<file path="src/irtx_defs.svh">
// Constants of the infrared remote frame transmitter
// Summary of operation
// - Standard frame is fourteen bi-phase bits
// - Both start bits sent as one in standard mode
// - Toggle bit sent exactly as given
// - Five-bit system address follows toggle
// - Six-bit command field ends standard frame
// - Every bit coded bi-phase, mid-bit transition
// - Extended: second start bit selects bank
// - Timer compare pin makes waveform, no interrupts
// - Long variant sends sixteen-bit address-command word
// - Long variant header is twenty bits
// - Long variant address is eight bits
// - Long variant command is eight bits
`ifndef IRTX_DEFS_SVH
`define IRTX_DEFS_SVH
// ----------------------------------------
// Register offsets
// ----------------------------------------
`define IRTX_OFF_CTRL 4'h0
`define IRTX_OFF_TOGGLE 4'h1
`define IRTX_OFF_ADDR 4'h2
`define IRTX_OFF_CMD 4'h3
`define IRTX_OFF_STATUS 4'h4
`define IRTX_OFF_HALFBIT 4'h5
// ----------------------------------------
// Field positions and reset values
// ----------------------------------------
`define IRTX_CTRL_GO_BIT 0
`define IRTX_CTRL_MODE_LSB 1
`define IRTX_CTRL_INV_BIT 3
`define IRTX_STD_TOGGLE_BIT 5
`define IRTX_EXT_BANK_BIT 6
`define IRTX_EXT_TOGGLE_BIT 5
`define IRTX_STD_LEN 6'h0E
`define IRTX_LONG_HDR_LEN 6'h14
`define IRTX_LONG_DATA_LEN 6'h10
`define IRTX_LONG_LEN 6'h24
`define IRTX_HALFBIT_RST 16'h1BC7
`endif

</file>
<file path="src/irtx_pkg.sv">
// Types of the infrared remote frame transmitter
package irtx_pkg;
	typedef enum logic [1:0] {IRTX_STD, IRTX_EXT, IRTX_LONG, IRTX_RSVD} irtx_mode_t;
	typedef enum {IRTX_IDLE, IRTX_FIRST, IRTX_SECOND} irtx_state_t;
endpackage

</file>
<file path="src/irtx_tick_if.sv">
// Half-bit timer hand-off between frame engine and timer
`timescale 1ns/10ps
interface irtx_tick_if;
	logic run;
	logic [15:0] period;
	logic tick;
	modport engine (output run, output period, input tick);
	modport timer (input run, input period, output tick);
endinterface

</file>
<file path="src/irtx_half_timer.sv">
// Sixteen-bit half-bit timer with compare match pulse
`timescale 1ns/10ps
module irtx_half_timer (
	input wire logic clk,
	input wire logic rst_n,
	irtx_tick_if.timer tif
);
	logic [15:0] count_reg;

	// ----------------------------------------
	// Counter and compare
	// ----------------------------------------
	always_ff @(posedge clk or negedge rst_n) begin
		if (!rst_n) begin
			count_reg <= 16'h0000;
		end else if (!tif.run || tif.tick) begin
			count_reg <= 16'h0000;
		end else begin
			count_reg <= count_reg + 16'h0001;
		end
	end

	assign tif.tick = tif.run && (count_reg == tif.period - 16'h0001);
endmodule

</file>
<file path="src/irtx_transmitter.sv">
// Infrared remote frame transmitter, bi-phase serialiser with register port
`timescale 1ns/10ps
`include "irtx_defs.svh"
module irtx_transmitter import irtx_pkg::*; (
	input wire logic clk,
	input wire logic rst_n,
	input wire logic [3:0] addr,
	input wire logic [15:0] wdata,
	input wire logic wr,
	input wire logic rd,
	output logic [15:0] rdata,
	output logic timer_compare_output_pin,
	output logic busy
);
	irtx_tick_if tif ();

	logic [7:0] toggle_reg;
	logic [7:0] addr_reg;
	logic [7:0] cmd_reg;
	irtx_mode_t mode_reg;
	logic inv_reg;
	logic [15:0] halfbit_reg;
	logic done_reg;
	irtx_state_t state_reg;
	logic [35:0] shift_reg;
	logic [35:0] frame_next;
	logic [5:0] left_reg;
	logic [5:0] len_next;
	logic wave_reg;
	logic go;
	irtx_mode_t mode_sel;

	function automatic logic is_wr(input logic [3:0] a, input logic [3:0] off);
		is_wr = wr && (a == off);
	endfunction

	// Bits on air for one frame; the reserved mode never starts
	function automatic logic [5:0] frame_len(input irtx_mode_t m);
		case (m)
			IRTX_LONG: frame_len = `IRTX_LONG_LEN;
			default: frame_len = `IRTX_STD_LEN;
		endcase
	endfunction

	// ----------------------------------------
	// Register writes
	// ----------------------------------------
	always_comb begin
		go = is_wr(addr, `IRTX_OFF_CTRL) && wdata[`IRTX_CTRL_GO_BIT]
			&& state_reg == IRTX_IDLE;
	end

	// A go write carries its own mode, so the frame must use that one
	always_comb begin
		mode_sel = mode_reg;
		if (is_wr(addr, `IRTX_OFF_CTRL)) begin
			mode_sel = irtx_mode_t'(wdata[`IRTX_CTRL_MODE_LSB +: 2]);
		end
	end

	always_ff @(posedge clk or negedge rst_n) begin
		if (!rst_n) begin
			mode_reg <= IRTX_STD;
			inv_reg <= 1'b0;
		end else if (is_wr(addr, `IRTX_OFF_CTRL) && state_reg == IRTX_IDLE) begin
			mode_reg <= irtx_mode_t'(wdata[`IRTX_CTRL_MODE_LSB +: 2]);
			inv_reg <= wdata[`IRTX_CTRL_INV_BIT];
		end
	end

	always_ff @(posedge clk or negedge rst_n) begin
		if (!rst_n) begin
			toggle_reg <= 8'h00;
			addr_reg <= 8'h00;
			cmd_reg <= 8'h00;
			halfbit_reg <= `IRTX_HALFBIT_RST;
		end else if (state_reg == IRTX_IDLE) begin
			// Fields are frozen during a frame so the word on air stays coherent
			if (is_wr(addr, `IRTX_OFF_TOGGLE)) toggle_reg <= wdata[7:0];
			if (is_wr(addr, `IRTX_OFF_ADDR)) addr_reg <= wdata[7:0];
			if (is_wr(addr, `IRTX_OFF_CMD)) cmd_reg <= wdata[7:0];
			if (is_wr(addr, `IRTX_OFF_HALFBIT) && wdata != 16'h0000) halfbit_reg <= wdata;
		end
	end

	// ----------------------------------------
	// Frame assembly, left aligned, MSB first
	// ----------------------------------------
	always_comb begin
		frame_next = 36'h0;
		len_next = `IRTX_STD_LEN;
		case (mode_sel)
			IRTX_STD: begin
				// Start bits fixed high, toggle from byte bit five
				frame_next[35:22] = {2'b11, toggle_reg[`IRTX_STD_TOGGLE_BIT],
					addr_reg[4:0], cmd_reg[5:0]};
			end
			IRTX_EXT: begin
				// Leading byte MSB is the first start bit, forced high
				frame_next[35:22] = {1'b1, toggle_reg[`IRTX_EXT_BANK_BIT],
					toggle_reg[`IRTX_EXT_TOGGLE_BIT], addr_reg[4:0], cmd_reg[5:0]};
			end
			IRTX_LONG: begin
				// Header: start, mode bits, toggle, padding to twenty bits
				frame_next[35:16] = {4'b1000, toggle_reg[0], 15'h0000};
				frame_next[15:0] = {addr_reg, cmd_reg};
				len_next = `IRTX_LONG_LEN;
			end
			default: begin
				frame_next = 36'h0;
				len_next = `IRTX_STD_LEN;
			end
		endcase
	end

	// ----------------------------------------
	// Bi-phase sequencer
	// ----------------------------------------
	assign tif.run = state_reg != IRTX_IDLE;
	assign tif.period = halfbit_reg;

	always_ff @(posedge clk or negedge rst_n) begin
		if (!rst_n) begin
			state_reg <= IRTX_IDLE;
			shift_reg <= 36'h0;
			left_reg <= 6'h00;
			wave_reg <= 1'b0;
		end else begin
			case (state_reg)
				IRTX_IDLE: begin
					wave_reg <= 1'b0;
					if (go && mode_sel != IRTX_RSVD) begin
						shift_reg <= frame_next;
						left_reg <= len_next;
						wave_reg <= ~frame_next[35];
						state_reg <= IRTX_FIRST;
					end
				end
				IRTX_FIRST: begin
					if (tif.tick) begin
						wave_reg <= shift_reg[35];
						state_reg <= IRTX_SECOND;
					end
				end
				IRTX_SECOND: begin
					if (tif.tick) begin
						if (left_reg == 6'h01) begin
							wave_reg <= 1'b0;
							left_reg <= 6'h00;
							state_reg <= IRTX_IDLE;
						end else begin
							shift_reg <= {shift_reg[34:0], 1'b0};
							left_reg <= left_reg - 6'h01;
							wave_reg <= ~shift_reg[34];
							state_reg <= IRTX_FIRST;
						end
					end
				end
				default: state_reg <= IRTX_IDLE;
			endcase
		end
	end

	// Done flag: completion sets, write of one clears; set wins
	always_ff @(posedge clk or negedge rst_n) begin
		if (!rst_n) begin
			done_reg <= 1'b0;
		end else if (state_reg == IRTX_SECOND && tif.tick && left_reg == 6'h01) begin
			done_reg <= 1'b1;
		end else if (is_wr(addr, `IRTX_OFF_STATUS) && wdata[0]) begin
			done_reg <= 1'b0;
		end
	end

	irtx_half_timer u_timer (
		.clk(clk),
		.rst_n(rst_n),
		.tif(tif)
	);

	// ----------------------------------------
	// Outputs and read port
	// ----------------------------------------
	// Registered so the pin never glitches when wave and invert move together
	always_ff @(posedge clk or negedge rst_n) begin
		if (!rst_n) begin
			timer_compare_output_pin <= 1'b0;
		end else begin
			timer_compare_output_pin <= wave_reg ^ inv_reg;
		end
	end
	assign busy = state_reg != IRTX_IDLE;

	always_ff @(posedge clk or negedge rst_n) begin
		if (!rst_n) begin
			rdata <= 16'h0000;
		end else if (rd) begin
			case (addr)
				`IRTX_OFF_CTRL: rdata <= {12'h000, inv_reg, mode_reg, 1'b0};
				`IRTX_OFF_TOGGLE: rdata <= {8'h00, toggle_reg};
				`IRTX_OFF_ADDR: rdata <= {8'h00, addr_reg};
				`IRTX_OFF_CMD: rdata <= {8'h00, cmd_reg};
				`IRTX_OFF_STATUS: rdata <= {8'h00, 2'b00, left_reg[5:0]} | {14'h0, busy, done_reg};
				`IRTX_OFF_HALFBIT: rdata <= halfbit_reg;
				default: rdata <= 16'h0000;
			endcase
		end else begin
			rdata <= 16'h0000;
		end
	end

	// ----------------------------------------
	// Checks
	// ----------------------------------------
	logic [5:0] bits_sent;
	always_ff @(posedge clk or negedge rst_n) begin
		if (!rst_n) bits_sent <= 6'h00;
		else if (go) bits_sent <= 6'h00;
		else if (state_reg == IRTX_SECOND && tif.tick) bits_sent <= bits_sent + 6'h01;
	end

	mid_transition_a: assert property (@(posedge clk) disable iff (!rst_n)
		(state_reg == IRTX_FIRST && tif.tick) |=> (wave_reg != $past(wave_reg)))
		else $error("no mid-bit transition");
	std_start_a: assert property (@(posedge clk) disable iff (!rst_n)
		(go && mode_sel == IRTX_STD) |=> (shift_reg[35:34] == 2'b11))
		else $error("standard start bits not high");
	std_length_a: assert property (@(posedge clk) disable iff (!rst_n)
		(state_reg == IRTX_SECOND && tif.tick && left_reg == 6'h01 && mode_reg != IRTX_LONG)
		|=> (bits_sent == 6'h0E))
		else $error("standard frame not fourteen bits");
	long_length_a: assert property (@(posedge clk) disable iff (!rst_n)
		(state_reg == IRTX_SECOND && tif.tick && left_reg == 6'h01 && mode_reg == IRTX_LONG)
		|=> (bits_sent == 6'h24))
		else $error("long frame not header plus sixteen bits");
	std_toggle_a: assert property (@(posedge clk) disable iff (!rst_n)
		(go && mode_sel == IRTX_STD) |=> (shift_reg[33] == $past(toggle_reg[5])))
		else $error("toggle not from bit five");
	ext_bank_a: assert property (@(posedge clk) disable iff (!rst_n)
		(go && mode_sel == IRTX_EXT) |=> (shift_reg[35] && shift_reg[34] == $past(toggle_reg[6])))
		else $error("bank select wrong");
	long_data_a: assert property (@(posedge clk) disable iff (!rst_n)
		(go && mode_sel == IRTX_LONG) |=> (shift_reg[15:0] == {$past(addr_reg), $past(cmd_reg)}))
		else $error("long data word wrong");
	std_cmd_a: assert property (@(posedge clk) disable iff (!rst_n)
		(go && mode_sel == IRTX_STD) |=> (shift_reg[27:22] == $past(cmd_reg[5:0])))
		else $error("command field wrong");
	std_addr_a: assert property (@(posedge clk) disable iff (!rst_n)
		(go && mode_sel == IRTX_STD) |=> (shift_reg[32:28] == $past(addr_reg[4:0])))
		else $error("address field wrong");
	pin_idle_a: assert property (@(posedge clk) disable iff (!rst_n)
		(state_reg == IRTX_IDLE && !go) |=> (wave_reg == 1'b0))
		else $error("pin active while idle");

	// ----------------------------------------
	// Frame loading checks
	// ----------------------------------------
	long_header_a: assert property (@(posedge clk) disable iff (!rst_n)
		(go && mode_sel == IRTX_LONG)
		|=> (shift_reg[35:16] == {4'b1000, $past(toggle_reg[0]), 15'h0000}))
		else $error("long header wrong");
	long_toggle_a: assert property (@(posedge clk) disable iff (!rst_n)
		(go && mode_sel == IRTX_LONG) |=> (shift_reg[31] == $past(toggle_reg[0])))
		else $error("long toggle not taken directly");
	long_addr_a: assert property (@(posedge clk) disable iff (!rst_n)
		(go && mode_sel == IRTX_LONG) |=> (shift_reg[15:8] == $past(addr_reg)))
		else $error("long address wrong");
	long_cmd_a: assert property (@(posedge clk) disable iff (!rst_n)
		(go && mode_sel == IRTX_LONG) |=> (shift_reg[7:0] == $past(cmd_reg)))
		else $error("long command wrong");
	ext_toggle_a: assert property (@(posedge clk) disable iff (!rst_n)
		(go && mode_sel == IRTX_EXT) |=> (shift_reg[33] == $past(toggle_reg[5])))
		else $error("extended toggle wrong");
	ext_fields_a: assert property (@(posedge clk) disable iff (!rst_n)
		(go && mode_sel == IRTX_EXT)
		|=> (shift_reg[32:22] == {$past(addr_reg[4:0]), $past(cmd_reg[5:0])}))
		else $error("extended fields wrong");
	frame_len_a: assert property (@(posedge clk) disable iff (!rst_n)
		(go && mode_sel != IRTX_RSVD) |=> (left_reg == frame_len(mode_reg)))
		else $error("frame length not loaded");
	std_tail_a: assert property (@(posedge clk) disable iff (!rst_n)
		(go && mode_sel != IRTX_LONG && mode_sel != IRTX_RSVD)
		|=> (shift_reg[21:0] == 22'h000000))
		else $error("short frame has stray bits");
	reserved_idle_a: assert property (@(posedge clk) disable iff (!rst_n)
		(go && mode_sel == IRTX_RSVD) |=> (state_reg == IRTX_IDLE))
		else $error("reserved mode started a frame");
	start_tick_a: assert property (@(posedge clk) disable iff (!rst_n)
		(go && mode_sel != IRTX_RSVD && halfbit_reg != 16'h0001) |=> !tif.tick)
		else $error("first half cut short");

	// ----------------------------------------
	// Serialiser checks
	// ----------------------------------------
	first_half_a: assert property (@(posedge clk) disable iff (!rst_n)
		(state_reg == IRTX_FIRST) |-> (wave_reg == !shift_reg[35]))
		else $error("first half not inverse of bit");
	second_half_a: assert property (@(posedge clk) disable iff (!rst_n)
		(state_reg == IRTX_SECOND) |-> (wave_reg == shift_reg[35]))
		else $error("second half not equal to bit");
	shift_order_a: assert property (@(posedge clk) disable iff (!rst_n)
		(state_reg == IRTX_SECOND && tif.tick && left_reg != 6'h01)
		|=> (shift_reg[35] == $past(shift_reg[34]) && state_reg == IRTX_FIRST))
		else $error("bits not sent in order");
	left_count_a: assert property (@(posedge clk) disable iff (!rst_n)
		(state_reg == IRTX_SECOND && tif.tick && left_reg != 6'h01) |=> (left_reg == $past(left_reg) - 6'h01))
		else $error("bit count not stepped");
	wave_steady_a: assert property (@(posedge clk) disable iff (!rst_n)
		(state_reg != IRTX_IDLE && !tif.tick) |=> $stable(wave_reg))
		else $error("wave moved between ticks");
	tick_spacing_a: assert property (@(posedge clk) disable iff (!rst_n)
		(tif.tick && halfbit_reg != 16'h0001) |=> !tif.tick)
		else $error("half bit too short");
	timer_quiet_a: assert property (@(posedge clk) disable iff (!rst_n)
		(state_reg == IRTX_IDLE) |-> !tif.tick)
		else $error("timer ticks while idle");
	frame_end_a: assert property (@(posedge clk) disable iff (!rst_n)
		(state_reg == IRTX_SECOND && tif.tick && left_reg == 6'h01)
		|=> (state_reg == IRTX_IDLE && done_reg && !wave_reg && left_reg == 6'h00))
		else $error("frame did not end cleanly");
	end_count_a: assert property (@(posedge clk) disable iff (!rst_n)
		(state_reg == IRTX_SECOND && tif.tick && left_reg == 6'h01)
		|=> (bits_sent == frame_len(mode_reg)))
		else $error("bit total differs from mode");

	// ----------------------------------------
	// Freeze, pin and half-bit period checks
	// ----------------------------------------
	fields_frozen_a: assert property (@(posedge clk) disable iff (!rst_n)
		(state_reg != IRTX_IDLE)
		|=> ($stable(toggle_reg) && $stable(addr_reg) && $stable(cmd_reg)))
		else $error("frame fields changed on air");
	mode_frozen_a: assert property (@(posedge clk) disable iff (!rst_n)
		(state_reg != IRTX_IDLE)
		|=> ($stable(mode_reg) && $stable(inv_reg) && $stable(halfbit_reg)))
		else $error("mode or period changed on air");
	pin_follow_a: assert property (@(posedge clk) disable iff (!rst_n)
		1'b1 |=> (timer_compare_output_pin == ($past(wave_reg) ^ $past(inv_reg))))
		else $error("pin does not follow wave");
	halfbit_nonzero_a: assert property (@(posedge clk) disable iff (!rst_n)
		(halfbit_reg != 16'h0000))
		else $error("half bit period is zero");
endmodule

</file>
<file path="config.mk">
export PLATFORM = sky130hd
export DESIGN_NAME = irtx_transmitter
export DESIGN_NICKNAME = d
export VERILOG_FILES = /design/src/irtx_pkg.sv /design/src/irtx_tick_if.sv /design/src/irtx_half_timer.sv /design/src/irtx_transmitter.sv
export VERILOG_INCLUDE_DIRS = /design/src
export SDC_FILE = /design/constraint.sdc
export NUM_CORES = 1
export LEC_CHECK = 0
export ABC_AREA = 1
export BUFFER_PORTS_ARGS = -buffer_cell sky130_fd_sc_hd__buf_2
export CORE_MARGIN = 5
export CORE_UTILIZATION = 65
export CTS_BUF_LIST = sky130_fd_sc_hd__clkbuf_2
export DETAILED_ROUTE_END_ITERATION = 10
export PLACE_DENSITY = 0.85
export SLEW_MARGIN = 20
export SYNTH_ARGS = -nofsm -noshare
export SYNTH_HDL_FRONTEND = slang
export SYNTH_HIERARCHICAL = 1
export SYNTH_SLANG_ARGS = --single-unit
</file>
<file path="constraint.sdc">
create_clock -name clk -period 6.47 [get_ports clk]
set_clock_uncertainty 0.05 [all_clocks]
set_input_delay 0.3235 -clock clk [delete_from_list [all_inputs] [get_ports clk]]
set_output_delay 0.3235 -clock clk [all_outputs]
set_load 0.05 [all_outputs]
</file>
==> flow_metrics.py <==
metrics = {
    "run_status": {
        "status": "completed",
    },
    "yosys": {
        "muxShareOfSynthArea": 0,
        "synthXorXnorAreaFrac": 0.03497,
        "synthAdderAreaFrac": 0.01665,
        "postSynthAreaPerCell_um2": 7.956,
        "synth-compound-area-share": 0.07086,
        "synthFlopType": "dfrtp_1",
        "synth_commonest_cells": "nand2_1 (246), dfrtp_1 (113), nand3_1 (84), inv_1 (71), nor2_1 (67)",
        "ys_seq_area_frac": 0.4531,
        "ys_types": 42,
        "syn_area_um2": 6763,
        "synth.top_cell.area_share": 0.4181,
        "synth_top_family_by_area": "simple AND/OR/NAND/NOR gates",
        "ys_seq_elements": 122,
        "synth_edf_count": 0,
        "yosysWarnings": 6,
        "yosys-top-cells-area": "dfrtp_1 (42%), nand2_1 (14%), nand3_1 (6.2%)",
        "synth-simple-area-share": 0.3534,
        "synthArstFlopShare": 1.000,
        "synth_cells": 850,
        "synth_most_common_cell": "nand2_1",
        "yosys.area.top_type": "dfrtp_1",
        "synthesis.nets": 883,
    },
    "routing": {
        "via_count": 6134,
        "post_drt_wl_per_cell_um": 16.43,
        "drt_pass1_iterations": 6,
        "vias_per_cell": 5.809,
        "ant_nets": 0,
        "drt_wl_total_mm": 17.35,
        "drtIter0Drc": 785,
        "drc": 0,
    },
    "layout": {
        "drive_gt1_frac": 0.1717,
        "fillers": 804,
        "nets": 940,
        "stdcell_area_um2": 7445,
        "multi_input_area_um2": 3218,
        "seq_area_um2": 3064,
        "synthToLayoutAreaGrowth_pct": 10.08,
        "diodes": 0,
        "largest_reg_flops": 36,
    },
    "critical_path": {
        "worstRegToRegCells": 14,
        "path_class": "flop to flop",
        "path_delay_family": "simple AND/OR/NAND/NOR gates",
        "crit_slowest_cell": "nand3_4",
        "worstPathRequired_ps": 7030,
        "cp_num_buf_inv": 2,
        "cp.depth": 14,
        "cp-end-kind": "flop",
        "cp_max_fo": 36,
        "crit_chain": "inv_1 -> ha_1 -> nand2_1 -> nor2_2 -> xor2_1 -> nand3_1 -> nor3_2 -> nand2_2 -> nor2_1 -> nor2_1 -> inv_2 -> nand3_4 -> nand2_2 -> nand2_1",
        "critPathMaxStageDelay_ps": 510,
        "crit_arrival_ps": 4020,
        "start_kind": "flop",
    },
    "placement": {
        "dpl.hpwl_mm": 11.90,
        "globalplace.congestion": 1.007,
        "place_area_um2": 6960,
        "io_buffers": 41,
    },
    "clock_tree": {
        "cts_sinks": 122,
        "cts_inserted_buffers": 17,
        "htree_levels": 4,
        "postCtsSetupBuffers": 0,
        "insertion_delay_ps": 730,
        "clk_path_buf_depth": 2,
        "cts_resized": 0,
        "tritoncts": "built",
        "cts_hold_buf": 25,
        "cts-root-buf": "clkbuf_2",
        "path_clk_slew_ps": 180,
    },
    "sta": {
        "setup_viol": 0,
        "min_period_ps": 3457,
        "max_freq_ghz": 0.2893,
        "rsz0062_at_grt": "false",
        "relSlewSlack": 0.4409,
        "worst_pin_slew_ps": 838.6,
        "finalCritPeriodShare": 0.5343,
        "finalHoldViolations": 0,
        "fin_setup_tns_ps": 0,
        "final_max_slew_viol_count": 0,
    },
    "global_route": {
        "grt_max_degree": 68,
        "antenna_found_initial": 0,
        "grt-ovfl-total": 0,
        "grt_use_total": 0.2862,
        "grt_pass1_vias": 5945,
        "grt_first_pass_wirelength_mm": 28.71,
    },
    "die": {
        "fp.dieW_um": 112,
        "row_count": 37,
        "die_y_um": 112,
        "core_um2": 10230,
        "dieArea_um2": 12540,
        "initial_core_util": 0.6610,
        "ioPinCount": 42,
    },
    "worst_hold_path": {
        "holdCritPathClass": "input pin to asynchronous set/reset pin",
    },
    "pwr": {
        "ir_drop_uv": 232.8,
        "leakagePower_nw": 3.820,
        "powerDensity_nw_per_um2": 379.9,
    },
    "job": {
        "cap_violations": 0,
    },
}
## cells by family after synthesis
logic type | after synthesis
and+or+nand+nor | 507
buffers and inverters | 106
adders and majority gates | 9
AOI/OAI and AO/OA | 79
xor gates and xnor gates | 27
DFF | 122
## through the flow
stage                     total power, mW  cells  utilization  setup WS [ps]  hold slack [ps]
after CTS                           2.804   1056       0.7277           3108            32.32
after global placement              2.237    999       0.6803           3325            352.6
after floorplan                     2.049    850            -           3936           -22.09
after detailed placement            2.298    999       0.6803           3100            360.7
final                               2.828   1056       0.7277           3013            106.2
after global routing                3.023   1056       0.7277           2757            76.81
## placed cells by master (no fill, tap or decap), types with 3 or more instances in the layout
cell type      count
a211oi_1           3
a21oi_1            3
a22o_1            10
a41oi_1            3
buf_2             40
buf_4              3
bufinv_16          3
clkbuf_2          21
clkinv_2           7
dfrtp_1          113
dfstp_2            9
dlygate4sd3_1     25
ha_1               9
inv_1             71
inv_2              5
nand2_1          246
nand2_2           38
nand2_4            5
nand3_1           84
nand3b_1           5
nand4_1           25
nor2_1            67
nor2_2            14
nor2_4             8
nor3_1             4
nor4_1             6
o21ai_0           41
o21ai_1            9
o22ai_1            5
xnor2_1           11
xor2_1            16
## worst paths after layout
kind	slack [ps]	from	end
max in group asynchronous	4930	rst_n	u_timer/count_reg[7]
hold / removal	110	rst_n	shift_reg[25]
setup / recovery	3010	halfbit_reg[0]	shift_reg[29]
hold reg to reg	420	wave_reg	timer_compare_output_pin
min in group clk	110	addr[3]	rdata[7]
setup reg to reg	3010	halfbit_reg[0]	shift_reg[29]
## routing by layer
metal  routed length (µm)  global-route usage  share of wire
met1                 7147              0.3742           0.41
met3                 1475             0.08696          0.085
met4                  662              0.1298          0.038
met2                 8061              0.4408           0.46
met5                    0                   0              0
## report_power, final
part | total, mW | leakage (nW) | internal (mW) | switching (mW)
Sequential | 1.21 | 1.60 | 0.986 | 0.224
Clock | 0.497 | 0.159 | 0.216 | 0.281
Combinational | 1.12 | 2.06 | 0.364 | 0.757
Total | 2.83 | 3.82 | 1.57 | 1.26
## area by class of cell
class                      instances  share of cell area
multi-input combinational        622              0.4323
sequential                       122              0.4116
timing repair buffer              68             0.06353
inverter                          76             0.03832
tap                              136             0.02286
clock inverter                    11             0.01731
clock buffer                      21             0.01412
Power figures use the tool's default switching activity.
